<file path="config.mk">
export PLATFORM = sky130hd
export DESIGN_NAME = upgs_scheduler
export DESIGN_NICKNAME = d
export VERILOG_FILES = /design/src/hdl/upgs_pkg.sv /design/src/hdl/upgs_rate_limit.sv /design/src/hdl/upgs_scheduler.sv
export SDC_FILE = /design/constraint.sdc
export NUM_CORES = 2
export LEC_CHECK = 0
export BUFFER_PORTS_ARGS = -buffer_cell sky130_fd_sc_hd__buf_2
export CAP_MARGIN = 20
export CORE_MARGIN = 2
export CORE_UTILIZATION = 31
export DETAILED_ROUTE_END_ITERATION = 10
export SYNTH_ARGS = -nofsm -noshare
export SYNTH_HDL_FRONTEND = slang
export SYNTH_SLANG_ARGS = --single-unit
</file>
<file path="constraint.sdc">
create_clock -name CLOCK -period 27.8 [get_ports CLOCK]
set_input_delay 0 -clock CLOCK [delete_from_list [all_inputs] [get_ports CLOCK]]
set_output_delay 0 -clock CLOCK [all_outputs]
set_load 0.02 [all_outputs]
</file>
<file path="src/hdl/upgs_pkg.sv">
// Functional notes
// - Activity-gated flow gets periodic grants when active, periodic polls when inactive.
// - On grant restart add grants so modem gets one extra grant.
// - Header bit 7 is overrun flag; low seven bits are active grants.
// - Active grants count ignored for fixed flows, used for activity-gated flows.
// - Overrun extra grants obey rate limit, only in steady state.
// - Extra bytes capped at T*1.01*nominal rate plus three grant bursts.
// - Overrun flag set means arrivals exceed upstream rate; clear means none.
// - Background polling flows get unicast polls, about one second apart unless a poll interval is given.
// - Committed-rate service is opportunistic or background polling with nonzero minimum rate.
// - Rates and priority default 0, burst 3044; none apply to grant services.
// - Type and policy mandatory except opportunistic, defaulting to type 2, policy 0.
// - Grant parameters mandatory for grant services; poll interval defaults to grant interval.
// - Requests carrying a not-applicable parameter are rejected.
package upgs_pkg;

    // ------------------------------------------------------------
    // Timebase
    // ------------------------------------------------------------
    localparam int CLK_PERIOD_NS = 40;
    localparam int TICK_NS       = 1000;
    localparam int TICK_CYCLES   = (TICK_NS + CLK_PERIOD_NS - 1) / CLK_PERIOD_NS;
    localparam logic [31:0] NRT_POLL_US = 32'd1000000;

    // ------------------------------------------------------------
    // Scheduling type codes
    // ------------------------------------------------------------
    localparam logic [7:0] ST_OPPORTUNISTIC = 8'h02;
    localparam logic [7:0] ST_BG_POLL       = 8'h03;
    localparam logic [7:0] ST_RT_POLL       = 8'h04;
    localparam logic [7:0] ST_GATED_GRANT   = 8'h05;
    localparam logic [7:0] ST_FIXED_GRANT   = 8'h06;

    // ------------------------------------------------------------
    // Parameter defaults
    // ------------------------------------------------------------
    localparam logic [7:0]  STYPE_DEFAULT  = ST_OPPORTUNISTIC;
    localparam logic [7:0]  POLICY_DEFAULT = 8'h00;
    localparam logic [2:0]  PRIO_DEFAULT   = 3'h0;
    localparam logic [31:0] SRATE_DEFAULT  = 32'h0;
    localparam logic [31:0] MRATE_DEFAULT  = 32'h0;
    localparam logic [31:0] BURST_DEFAULT  = 32'd3044;

    // ------------------------------------------------------------
    // Parameter presence bit positions
    // ------------------------------------------------------------
    localparam int P_PRIO    = 0;
    localparam int P_MCB     = 1;
    localparam int P_STYPE   = 2;
    localparam int P_POLICY  = 3;
    localparam int P_SRATE   = 4;
    localparam int P_BURST   = 5;
    localparam int P_MRATE   = 6;
    localparam int P_MINPKT  = 7;
    localparam int P_GSIZE   = 8;
    localparam int P_GPI     = 9;
    localparam int P_GINT    = 10;
    localparam int P_GJIT    = 11;
    localparam int P_PINT    = 12;
    localparam int P_PJIT    = 13;
    localparam int NPARAM    = 14;

    // ------------------------------------------------------------
    // Applicability masks per type
    // ------------------------------------------------------------
    localparam logic [13:0] NA_OPP    = 14'h3f00;
    localparam logic [13:0] NA_BG     = 14'h2f00;
    localparam logic [13:0] NA_RT     = 14'h0f01;
    localparam logic [13:0] NA_FIXED  = 14'h3073;
    localparam logic [13:0] NA_GATED  = 14'h0073;
    localparam logic [13:0] MD_OPP    = 14'h0000;
    localparam logic [13:0] MD_BG     = 14'h000c;
    localparam logic [13:0] MD_RT     = 14'h100c;
    localparam logic [13:0] MD_GRANT  = 14'h0f0c;

    // ------------------------------------------------------------
    // Header layout and rate limit scaling
    // ------------------------------------------------------------
    localparam int HDR_FLAG_BIT = 7;
    localparam int RL_NOM_PCT   = 101;
    localparam int RL_SCALE     = 100;
    localparam int RL_BURST_MUL = 3;

    typedef enum logic [1:0] {
        MODE_IDLE,
        MODE_GRANT,
        MODE_POLL
    } upgs_mode_e;

endpackage

</file>
<file path="src/hdl/upgs_rate_limit.sv">
module upgs_rate_limit
    import upgs_pkg::*;
(
    // Clock and reset
    input  wire logic        clk,
    input  wire logic        arst_n,
    // Flow parameters
    input  wire logic        clear,
    input  wire logic [15:0] gsize,
    input  wire logic [6:0]  gpi,
    // Interval accounting
    input  wire logic        interval_stb,
    input  wire logic [7:0]  nominal,
    input  wire logic [7:0]  issued,
    output logic             extra_ok
);

    // Credit is kept in hundredths of a byte so the 1.01 factor stays exact
    logic [33:0] credit_reg;
    logic [33:0] burst_w;
    logic [33:0] add_w;
    logic [33:0] cap_w;
    logic [33:0] unit_w;
    logic [33:0] avail_w;
    logic [33:0] spend_w;
    logic [33:0] left_w;

    always_comb
    begin
        burst_w = 34'(gsize) * 34'(gpi);
        add_w   = burst_w * 34'(RL_NOM_PCT);
        cap_w   = burst_w * 34'(RL_SCALE * RL_BURST_MUL);
        unit_w  = 34'(gsize) * 34'(RL_SCALE);
        avail_w = credit_reg + add_w;
        spend_w = unit_w * 34'(issued);
        left_w  = (avail_w > spend_w) ? avail_w - spend_w : 34'h0;
        extra_ok = avail_w >= unit_w * (34'(nominal) + 34'h1);
    end

    always_ff @(posedge clk or negedge arst_n)
    begin
        if (!arst_n)
            credit_reg <= 34'h0;
        else if (clear)
            credit_reg <= cap_w;
        else if (interval_stb)
            credit_reg <= (left_w > cap_w) ? cap_w : left_w;
    end

endmodule

</file>
<file path="src/hdl/upgs_scheduler.sv">
module upgs_scheduler
    import upgs_pkg::*;
(
    // Clock and reset
    input  wire logic        CLOCK,
    input  wire logic        ARST_N,
    // Flow configuration request
    input  wire logic        CFG_STB,
    input  wire logic [13:0] CFG_PRESENT,
    input  wire logic [7:0]  CFG_STYPE,
    input  wire logic [7:0]  CFG_POLICY,
    input  wire logic [2:0]  CFG_PRIO,
    input  wire logic [31:0] CFG_SRATE,
    input  wire logic [31:0] CFG_BURST,
    input  wire logic [31:0] CFG_MRATE,
    input  wire logic [15:0] CFG_GSIZE,
    input  wire logic [6:0]  CFG_GPI,
    input  wire logic [31:0] CFG_GINT_US,
    input  wire logic [31:0] CFG_PINT_US,
    input  wire logic [7:0]  CFG_IDLE_LIMIT,
    // Configuration answer
    output logic             CFG_ACCEPT,
    output logic             CFG_REJECT,
    // Active flow parameters
    output logic [7:0]       ACT_STYPE,
    output logic [7:0]       ACT_POLICY,
    output logic [2:0]       ACT_PRIO,
    output logic [31:0]      ACT_SRATE,
    output logic [31:0]      ACT_BURST,
    output logic [31:0]      ACT_MRATE,
    output logic             CIR_MODE,
    // Upstream events from the burst receiver
    input  wire logic        HDR_STB,
    input  wire logic [7:0]  HDR_BYTE,
    input  wire logic        GRANT_USED,
    input  wire logic        GRANT_UNUSED,
    input  wire logic        REQ_STB,
    // Schedule output
    output logic             GRANT_STB,
    output logic [7:0]       GRANT_NUM,
    output logic             POLL_STB,
    output logic             FLOW_ACTIVE,
    output logic             OVERRUN_SEEN
);

    // ------------------------------------------------------------
    // Microsecond tick divider
    // ------------------------------------------------------------
    logic [4:0]  div_reg;
    logic        us_tick_reg;

    always_ff @(posedge CLOCK or negedge ARST_N)
    begin
        if (!ARST_N)
        begin
            div_reg     <= 5'h00;
            us_tick_reg <= 1'b0;
        end
        else
        begin
            us_tick_reg <= (div_reg == 5'(TICK_CYCLES - 1));
            div_reg     <= (div_reg == 5'(TICK_CYCLES - 1)) ? 5'h00 : div_reg + 5'h01;
        end
    end

    // ------------------------------------------------------------
    // Configuration check
    // ------------------------------------------------------------
    logic [7:0]  stype_w;
    logic [13:0] na_w;
    logic [13:0] md_w;
    logic        known_w;
    logic        cfg_ok;
    logic        cfg_bad;

    always_comb
    begin
        stype_w = CFG_PRESENT[P_STYPE] ? CFG_STYPE : STYPE_DEFAULT;
        known_w = 1'b1;
        na_w    = NA_OPP;
        md_w    = MD_OPP;
        if (stype_w == ST_OPPORTUNISTIC)
        begin
            na_w = NA_OPP;
            md_w = MD_OPP;
        end
        else if (stype_w == ST_BG_POLL)
        begin
            na_w = NA_BG;
            md_w = MD_BG;
        end
        else if (stype_w == ST_RT_POLL)
        begin
            na_w = NA_RT;
            md_w = MD_RT;
        end
        else if (stype_w == ST_FIXED_GRANT)
        begin
            na_w = NA_FIXED;
            md_w = MD_GRANT;
        end
        else if (stype_w == ST_GATED_GRANT)
        begin
            na_w = NA_GATED;
            md_w = MD_GRANT;
        end
        else
            known_w = 1'b0;
        cfg_bad = !known_w || ((CFG_PRESENT & na_w) != 14'h0)
                  || ((CFG_PRESENT & md_w) != md_w);
        cfg_ok  = CFG_STB && !cfg_bad;
    end

    // ------------------------------------------------------------
    // Active parameter set
    // ------------------------------------------------------------
    logic [15:0] gsize_reg;
    logic [6:0]  gpi_reg;
    logic [31:0] gint_reg;
    logic [31:0] pint_reg;
    logic [7:0]  idle_lim_reg;
    logic        gated;
    logic        fixed;

    assign gated = (ACT_STYPE == ST_GATED_GRANT);
    assign fixed = (ACT_STYPE == ST_FIXED_GRANT);

    always_ff @(posedge CLOCK or negedge ARST_N)
    begin
        if (!ARST_N)
        begin
            ACT_STYPE    <= STYPE_DEFAULT;
            ACT_POLICY   <= POLICY_DEFAULT;
            ACT_PRIO     <= PRIO_DEFAULT;
            ACT_SRATE    <= SRATE_DEFAULT;
            ACT_BURST    <= BURST_DEFAULT;
            ACT_MRATE    <= MRATE_DEFAULT;
            CIR_MODE     <= 1'b0;
            gsize_reg    <= 16'h0000;
            gpi_reg      <= 7'h00;
            gint_reg     <= 32'h0;
            pint_reg     <= 32'h0;
            idle_lim_reg <= 8'h00;
        end
        else if (cfg_ok)
        begin
            ACT_STYPE    <= stype_w;
            ACT_POLICY   <= CFG_PRESENT[P_POLICY] ? CFG_POLICY : POLICY_DEFAULT;
            // Not-applicable fields were refused above, so absent means default
            ACT_PRIO     <= CFG_PRESENT[P_PRIO]  ? CFG_PRIO  : PRIO_DEFAULT;
            ACT_SRATE    <= CFG_PRESENT[P_SRATE] ? CFG_SRATE : SRATE_DEFAULT;
            ACT_MRATE    <= CFG_PRESENT[P_MRATE] ? CFG_MRATE : MRATE_DEFAULT;
            ACT_BURST    <= CFG_PRESENT[P_BURST] ? CFG_BURST : BURST_DEFAULT;
            CIR_MODE     <= ((stype_w == ST_OPPORTUNISTIC) || (stype_w == ST_BG_POLL))
                            && CFG_PRESENT[P_MRATE] && (CFG_MRATE != 32'h0);
            gsize_reg    <= CFG_GSIZE;
            gpi_reg      <= CFG_GPI;
            gint_reg     <= CFG_GINT_US;
            idle_lim_reg <= CFG_IDLE_LIMIT;
            if (CFG_PRESENT[P_PINT])
                pint_reg <= CFG_PINT_US;
            else if (stype_w == ST_GATED_GRANT)
                pint_reg <= CFG_GINT_US;
            else
                pint_reg <= NRT_POLL_US;
        end
    end

    always_ff @(posedge CLOCK or negedge ARST_N)
    begin
        if (!ARST_N)
        begin
            CFG_ACCEPT <= 1'b0;
            CFG_REJECT <= 1'b0;
        end
        else
        begin
            CFG_ACCEPT <= cfg_ok;
            CFG_REJECT <= CFG_STB && cfg_bad;
        end
    end

    // ------------------------------------------------------------
    // Grant versus poll mode
    // ------------------------------------------------------------
    upgs_mode_e  mode_reg;
    upgs_mode_e  mode_next;
    logic [7:0]  unused_reg;
    logic [6:0]  act_reg;
    logic [6:0]  req_reg;
    logic        comp_reg;
    logic        restart;
    logic        idle_hit;
    logic [6:0]  hdr_cnt;

    assign hdr_cnt  = HDR_BYTE[6:0];
    assign restart  = gated && (mode_reg == MODE_POLL) && REQ_STB;
    assign idle_hit = GRANT_UNUSED && !GRANT_USED
                      && (9'(unused_reg) + 9'h1 >= 9'(idle_lim_reg));

    always_comb
    begin
        mode_next = mode_reg;
        if (cfg_ok)
        begin
            if (stype_w == ST_FIXED_GRANT)
                mode_next = MODE_GRANT;
            else if (stype_w == ST_OPPORTUNISTIC)
                mode_next = MODE_IDLE;
            else
                mode_next = MODE_POLL;
        end
        else if (gated && (mode_reg == MODE_GRANT))
        begin
            // Only one of grants or polls is ever in force
            if (HDR_STB && (hdr_cnt == 7'h00))
                mode_next = MODE_POLL;
            else if (idle_hit)
                mode_next = MODE_POLL;
        end
        else if (restart)
            mode_next = MODE_GRANT;
    end

    always_ff @(posedge CLOCK or negedge ARST_N)
    begin
        if (!ARST_N)
            mode_reg <= MODE_IDLE;
        else
            mode_reg <= mode_next;
    end

    // A used grant resets the run even when an unused one lands alongside
    always_ff @(posedge CLOCK or negedge ARST_N)
    begin
        if (!ARST_N)
            unused_reg <= 8'h00;
        else if (mode_next != MODE_GRANT || GRANT_USED)
            unused_reg <= 8'h00;
        else if (GRANT_UNUSED && unused_reg != 8'hff)
            unused_reg <= unused_reg + 8'h01;
    end

    // ------------------------------------------------------------
    // Interval timer
    // ------------------------------------------------------------
    logic [31:0] iv_cnt_reg;
    logic [31:0] ival;
    logic        iv_hit;

    assign ival   = (mode_reg == MODE_GRANT) ? gint_reg : pint_reg;
    assign iv_hit = us_tick_reg && (mode_reg != MODE_IDLE)
                    && (33'(iv_cnt_reg) + 33'h1 >= 33'(ival));

    always_ff @(posedge CLOCK or negedge ARST_N)
    begin
        if (!ARST_N)
            iv_cnt_reg <= 32'h0;
        else if (mode_next != mode_reg || iv_hit)
            iv_cnt_reg <= 32'h0;
        else if (us_tick_reg)
            iv_cnt_reg <= iv_cnt_reg + 32'h1;
    end

    // ------------------------------------------------------------
    // Active grants and overrun tracking
    // ------------------------------------------------------------
    logic        steady;
    logic        rl_ok;
    logic        extra;
    logic [7:0]  nominal;
    logic [7:0]  total;

    always_ff @(posedge CLOCK or negedge ARST_N)
    begin
        if (!ARST_N)
        begin
            act_reg      <= 7'h00;
            req_reg      <= 7'h00;
            comp_reg     <= 1'b0;
            OVERRUN_SEEN <= 1'b0;
        end
        else if (cfg_ok)
        begin
            act_reg      <= CFG_GPI;
            req_reg      <= CFG_GPI;
            comp_reg     <= 1'b0;
            OVERRUN_SEEN <= 1'b0;
        end
        else
        begin
            if (HDR_STB && (fixed || gated))
                OVERRUN_SEEN <= HDR_BYTE[HDR_FLAG_BIT];
            if (restart)
            begin
                act_reg  <= 7'h01;
                req_reg  <= 7'h01;
                comp_reg <= 1'b1;
            end
            else
            begin
                if (HDR_STB && gated && hdr_cnt != 7'h00)
                    req_reg <= (hdr_cnt > gpi_reg) ? gpi_reg : hdr_cnt;
                if (iv_hit && mode_reg == MODE_GRANT)
                begin
                    comp_reg <= 1'b0;
                    if (gated)
                        act_reg <= req_reg;
                end
            end
        end
    end

    // ------------------------------------------------------------
    // Grant and poll issue
    // ------------------------------------------------------------
    assign steady  = (act_reg == req_reg);
    assign nominal = {1'b0, act_reg} + {7'h00, comp_reg};
    assign extra   = OVERRUN_SEEN && steady && rl_ok;
    assign total   = nominal + {7'h00, extra};

    upgs_rate_limit u_rate_limit (
        .clk          (CLOCK),
        .arst_n       (ARST_N),
        .clear        (cfg_ok || restart),
        .gsize        (gsize_reg),
        .gpi          (gpi_reg),
        .interval_stb (iv_hit && (mode_reg == MODE_GRANT)),
        .nominal      (nominal),
        .issued       (total),
        .extra_ok     (rl_ok)
    );

    always_ff @(posedge CLOCK or negedge ARST_N)
    begin
        if (!ARST_N)
        begin
            GRANT_STB   <= 1'b0;
            GRANT_NUM   <= 8'h00;
            POLL_STB    <= 1'b0;
            FLOW_ACTIVE <= 1'b0;
        end
        else
        begin
            GRANT_STB   <= iv_hit && (mode_reg == MODE_GRANT);
            POLL_STB    <= iv_hit && (mode_reg == MODE_POLL);
            FLOW_ACTIVE <= (mode_next == MODE_GRANT);
            if (iv_hit && mode_reg == MODE_GRANT)
                GRANT_NUM <= total;
        end
    end

endmodule

</file>
### Yosys cells after proc, flatten, opt, wreduce, memory -nomap -nowiden

Cells that the tools add are included.

| cells by class | value |
|---|---|
| $add $sub $neg | 10 |
| $mul | 6 |
| order comparisons | 6 |
| equality and inequality tests | 16 |
| mux-type cells | 53 |
| bitwise operators | 2 |
| reduce and logical (&&, ||, !) cells | 43 |

Operators by type and width:

| cell | number |
|---|---|
| 32-bit two-way mux | 8 |
| 34-bit two-way mux | 4 |
| 14-bit two-way mux | 6 |
| 23-bit by 7-bit multiplier with 30-bit output, second input constant | 2 |
| 7-bit two-way mux | 8 |
| 8-bit by 3-bit == test with 1-bit output, second input constant | 5 |
| 34-bit by 30-bit adder with 34-bit output | 1 |
| 34-bit greater-or-equal comparator | 1 |
| 34-bit by 31-bit > comparator with 1-bit output | 1 |
| 34-bit by 32-bit > comparator with 1-bit output | 1 |
| 21-bit by 34-bit multiplier with 32-bit output | 1 |
| 34-bit by 31-bit subtractor with 34-bit output | 1 |
| 32-bit by 1-bit adder with 33-bit output, second input constant | 1 |
| 33-bit by 32-bit greater-or-equal comparator with 1-bit output | 1 |
| 32-bit by 1-bit adder with 32-bit output, second input constant | 1 |
| 8-bit two-way mux | 4 |
| 32-bit nonzero test | 1 |
| 21-bit by 8-bit multiplier with 29-bit output | 1 |
| 14-bit AND | 2 |
| 13-bit two-way mux | 2 |
| 12-bit two-way mux | 2 |
| 16-bit by 7-bit multiplier with 23-bit output | 1 |
| 16-bit by 5-bit multiplier with 21-bit output, second input constant | 1 |
| 1-bit logical AND | 20 |
| 28 further kinds | 60 |

| storage, ports and cells | value |
|---|---|
| register bits | 322 |
| bits of input ports | 239 |
| logic and storage cells | 164 |

### Depth between registers and ports, before layout

| logic depth | value |
|---|---|
| word-level depth | 17 |
| depth in mapped cells | 96 |

### Hierarchy

A second synthesis with hierarchy kept.

| second synthesis, totals | value |
|---|---|
| cell total of the unflattened synthesis | 4923 |
| area, all modules | 42119.1 um2 |

Modules (own cells, without submodules):

| module | instances | cells an instance | area each (um2) |
|---|---|---|---|
| upgs_rate_limit | 1 | 3321 | 27625.2 |
| upgs_scheduler | 1 | 1602 | 14493.9 |

### Worst setup path before layout

No wires, ideal clock.

| timing | value |
|---|---|
| path kind | register -> register |
| start | register gpi_reg[1] |
| end | register u_rate_limit.credit_reg[12] |
| setup time | 0.120 ns |
| arrival | 19.672 ns |
| setup slack | 8.008 ns |
| cell stages (with the launch flop) | 94 |
| path buffers | 6 |
| cells stage by stage | dfrtp_1 clkbuf_1 clkinv_1 nor2_1 fa_1 fa_1 fa_1 inv_1 fa_1 inv_1 ha_1 o21ai_0 nand2_1 a21o_1 a41o_1 a41o_1 o31a_1 nor3_1 [... 58 more ...] or4_1 clkbuf_1 clkbuf_1 nand2_1 inv_1 ha_1 a21o_1 a21o_1 a21oi_1 nor2b_1 o21ai_0 nand2b_1 a2111oi_0 a21oi_1 a221o_1 clkbuf_1 or3_1 o211a_1 |

| between the ends | value |
|---|---|
| word-level cells in the longest chain between the ends | 13 |
| elaborated cells on any way between the ends | 15 |

Ends and longest elaborated chain:

| what | RTL line | source |
|---|---|---|
| start, declared | upgs_scheduler.sv:118 | `logic [6:0] gpi_reg;` |
| start signal, assigned | upgs_scheduler.sv:140 | `gpi_reg <= 7'h00;` |
| start signal, assigned | upgs_scheduler.sv:157 | `gpi_reg <= CFG_GPI;` |
| 16-bit by 7-bit multiplier with 23-bit output * | upgs_rate_limit.sv:30 | `burst_w = 34'(gsize) * 34'(gpi);` |
| 23-bit by 7-bit multiplier with 30-bit output | upgs_rate_limit.sv:31 | `add_w = burst_w * 34'(RL_NOM_PCT);` |
| 34-bit by 30-bit adder with 34-bit output | upgs_rate_limit.sv:34 | `avail_w = credit_reg + add_w;` |
| 34-bit greater-or-equal comparator | upgs_rate_limit.sv:37 | `extra_ok = avail_w >= unit_w * (34'(nominal) + 34'h1);` |
| 1-bit logical AND | upgs_scheduler.sv:319 | `assign extra = OVERRUN_SEEN && steady && rl_ok;` |
| 8-bit by 1-bit adder with 8-bit output | upgs_scheduler.sv:320 | `assign total = nominal + {7'h00, extra};` |
| 21-bit by 8-bit multiplier with 29-bit output | upgs_rate_limit.sv:35 | `spend_w = unit_w * 34'(issued);` |
| 34-bit by 31-bit subtractor with 34-bit output or 34-bit by 31-bit > comparator with 1-bit output (tied branches) | upgs_rate_limit.sv:36 | `left_w = (avail_w > spend_w) ? avail_w - spend_w : 34'h0;` |
| 34-bit two-way mux | upgs_rate_limit.sv:36 |  |
| 34-bit by 32-bit > comparator with 1-bit output | upgs_rate_limit.sv:47 | `credit_reg <= (left_w > cap_w) ? cap_w : left_w;` |
| 34-bit two-way mux | upgs_rate_limit.sv:47 |  |
| 34-bit two-way mux | upgs_rate_limit.sv:46 | `else if (interval_stb)` |
| 34-bit two-way mux * | upgs_rate_limit.sv:44 | `else if (clear)` |
| end signal, assigned | upgs_rate_limit.sv:45 | `credit_reg <= cap_w;` |
| end signal, assigned | upgs_rate_limit.sv:47 |  |
| end, declared | upgs_rate_limit.sv:19 | `logic [33:0] credit_reg;` |

Mark *: on every way between the ends. The rest lies on a longest branch, timed or not. The select of a mux whose other input is x is not followed.
A chain may end at the register's enable or synchronous reset.

### Final worst setup path

| timing | value |
|---|---|
| start | register gpi_reg[1] |
| end | register u_rate_limit.credit_reg[27] |

Same word-level chain as after synthesis.

==> results.sh <==
export IMPL_outcome="complete, no violations"
export IMPL_finalCritPeriodShare_pct=81.3
export IMPL_htree_levels=2
export IMPL_synth_yosys_warnings=0
export IMPL_coreArea_mm2=0.135
export IMPL_synth_common_cells="700 x inv_1, 691 x nand2_1, 517 x ha_1, 420 x fa_1, 338 x nor2_1"
export IMPL_cts_sinks=322
export IMPL_ioPinCount=369
export IMPL_cp_max_fo=39
export IMPL_crit_slowest_cell="xor2_1"
export IMPL_rsz0062_at_grt="false"
export IMPL_synth_seq_area_share_pct=19.1
export IMPL_drc=0
export IMPL_rr_startpoint="gpi_reg[1]$_DFFE_PN0P_"
export IMPL_max_clock_freq_mhz=44.3
export IMPL_die_y_um=374
export IMPL_fin_skew_ns=0.0547
export IMPL_muxShareOfSynthArea_pct=1.58
export IMPL_initial_utilization_pct=31.2
export IMPL_synth_top_family_by_area="adder cells"
export IMPL_placementRows=135
export IMPL_syn_cell_area_mm2=0.0423
export IMPL_dr_total_vias=37500
export IMPL_yosysMostFrequentCell="inv_1"
export IMPL_clockBufferDepth=3
export IMPL_cts_clk_slew_worst_paths_ns=0.06
export IMPL_ys_ff_latch=322
export IMPL_fin_setup_tns_ns=0
export IMPL_critical_path_required_ns=28.29
export IMPL_crit_type="flop to flop"
export IMPL_wl_mm=134
export IMPL_largest_reg_flops=34
export IMPL_wl_per_cell_um=18.1
export IMPL_grt_max_degree=175
export IMPL_root_buffer="clkbuf_16"
export IMPL_ctsResizeCount=0
export IMPL_dp_hpwl_mm=103
export IMPL_antenna_found_initial=15
export IMPL_nNetsFinal=6786
export IMPL_cts_tree="done"
export IMPL_start_kind="flop"
export IMPL_finalMaxSlewViolations=0
export IMPL_worstPathArrival_ns=23.08
export IMPL_avgSynthCellArea_um2=8.53
export IMPL_synth_top_cell_by_area="fa_1"
export IMPL_synth_adder_area_share_pct=35.1
export IMPL_routabilityCongestion=0.905
export IMPL_ff2ff_path_depth=85
export IMPL_die_w_um=374
export IMPL_r2r_end="u_rate_limit.credit_reg[27]$_DFFE_PN0P_"
export IMPL_syn2layout_area_growth_pct=20.8
export IMPL_drive_gt1_share_pct=9.99
export IMPL_setup_viol=0
export IMPL_postCtsSetupBuffers=0
export IMPL_r2r_setup_slack_ns=5.21
export IMPL_firstDrtPassIters=7
export IMPL_max_cap_viol_count=0
export IMPL_hold_viol_final=0
export IMPL_drt_iter0_drc=2638
export IMPL_detail_route_antenna_nets=0
export IMPL_ys_flop_type="dfrtp_1"
export IMPL_grt_use_total_pct=19.0
export IMPL_slew_headroom_pct=26.7
export IMPL_yosys_top_cells_area="fa_1 20%, dfrtp_1 19%, ha_1 15%"
export IMPL_fp_dieArea_mm2=0.140
export IMPL_grt_overflow_total=0
export IMPL_clk_insertion_delay_late_ns=0.61
export IMPL_tightest_slew_ns=1.10
export IMPL_async_reset_ff_share_pct=100
export IMPL_synthXorXnorAreaFrac_pct=5.90
export IMPL_synth_edff_count=0
export IMPL_io_buffers=367
export IMPL_netlist_area_leader_share_pct=19.9
export IMPL_synth_cell_type_count=85
export IMPL_max_stage_delay_ns=0.63
export IMPL_synthSimpleGateAreaFrac_pct=18.7
export IMPL_vias_per_cell=5.05
export IMPL_cts_made_buffers=39
export IMPL_grt_pass1_wl_mm=213
export IMPL_min_period_ns=22.59
export IMPL_synth_compound_area_share_pct=11.5
export IMPL_grt_pass1_vias=38400
export IMPL_syn_inst=4960
export IMPL_end_kind="flop"
export IMPL_hold_class="input pin to asynchronous set/reset pin"
## per-layer routing
layer / global-route usage (%) / up-vias / share of wire (%)
li1: - / 17600 / -
met1: 23.3 / 18500 / 41
met2: 33.4 / 1208 / 49
met3: 2.79 / 251 / 6.0
met4: 7.53 / 0 / 4.5
met5: 0 / - / 0
## worst max-delay path, delay by kind of cell (launching register included)
kind                       cells  cell delay [ns]
adders and majority gates     20             8.26
AOI/OAI and AO/OA             35             7.63
and+or+nand+nor               13             2.43
buffers and inverters         12             2.01
xor gates and xnor gates       4             1.15
DFF                            1             0.55
muxes                          1             0.41
## cells by family after synthesis
family | Yosys count
buffers and inverters | 903
DFF | 322
AOI/OAI and AO/OA | 735
and+or+nand+nor | 1712
muxes | 64
other | 2
xor gates and xnor gates | 285
adders and majority gates | 937
## stage by stage
| stage | setup WS (ns) | area, um^2 | hold slack [ns] | util (%) | cells |
|---|---|---|---|---|---|
| 2_1_floorplan | 8.01 | 42400 | -0.296 | - | 4980 |
| 3_3_place_gp | 5.69 | 46400 | 0.110 | 34.3 | 7016 |
| 3_5_place_dp | 5.54 | 46400 | 0.112 | 34.3 | 7016 |
| 4_1_cts | 5.41 | 51100 | 0.00998 | 37.7 | 7416 |
| 5_1_grt | 3.91 | 51100 | 0.0500 | 37.7 | 7422 |
| 6_report | 5.21 | 51100 | 0.0277 | 37.8 | 7423 |
## layout by cell type (no fill, tap or decap), drive strengths merged, types with 15 or more instances in the layout
cell         Yosys  final
a211oi          15     15
a21o           114    114
a21oi          164    164
a221oi          30     30
a311oi          19     19
a31oi           50     50
and2           139    139
and3            29     29
buf             20    446
clkbuf         170     48
clkinv          12     21
conb             2     22
dfrtp          314    314
dlygate4sd3      0    333
fa             420    420
ha             517    517
inv            701    702
mux2            21     21
mux2i           43     43
nand2          692    692
nand2b          57     57
nand3          177    177
nand4           43     43
nor2           338    338
nor2b           29     29
nor3           105    105
nor4            27     27
o211ai          21     21
o21a            37     37
o21ai          160    160
o21bai          21     21
xnor2          132    132
xor2           153    153
## how the worst max path moves through the flow
stage / startpoint / end / slack, ns / depth (start not counted)
after floorplan: gpi_reg[1]$_DFFE_PN0P_ / u_rate_limit.credit_reg[12]$_DFFE_PN0P_ / 8.01 / 93
after global placement: gsize_reg[5]$_DFFE_PN0P_ / u_rate_limit.credit_reg[26]$_DFFE_PN0P_ / 5.69 / 86
after detailed placement: gpi_reg[1]$_DFFE_PN0P_ / u_rate_limit.credit_reg[26]$_DFFE_PN0P_ / 5.54 / 85
after CTS: gsize_reg[6]$_DFFE_PN0P_ / u_rate_limit.credit_reg[26]$_DFFE_PN0P_ / 5.41 / 85
after global routing: gpi_reg[1]$_DFFE_PN0P_ / u_rate_limit.credit_reg[28]$_DFFE_PN0P_ / 3.91 / 85
final: gpi_reg[1]$_DFFE_PN0P_ / u_rate_limit.credit_reg[27]$_DFFE_PN0P_ / 5.21 / 85
## area by class of cell
| type | count | area, um^2 |
|---|---|---|
| diodes | 6 | 15.0 |
| flip-flops and latches | 322 | 8070 |
| well taps | 1781 | 2230 |
| clock buffers | 48 | 1060 |
| multi-input cells | 3755 | 31000 |
| inverters | 713 | 2680 |
| clock inverters | 19 | 284 |
| repair buffers | 779 | 5810 |
| fillers | 13700 | 84300 |
## repair_timing
action | in CTS | in global routing
endpoints found under the hold margin | 339 | 0
endpoints found under the setup margin | 0 | 0
hold buffers | 333 | 0
Power is left out: the tool's default activity adds up to more than one toggle a clock period on the data nets, which glitch-free logic cannot reach.
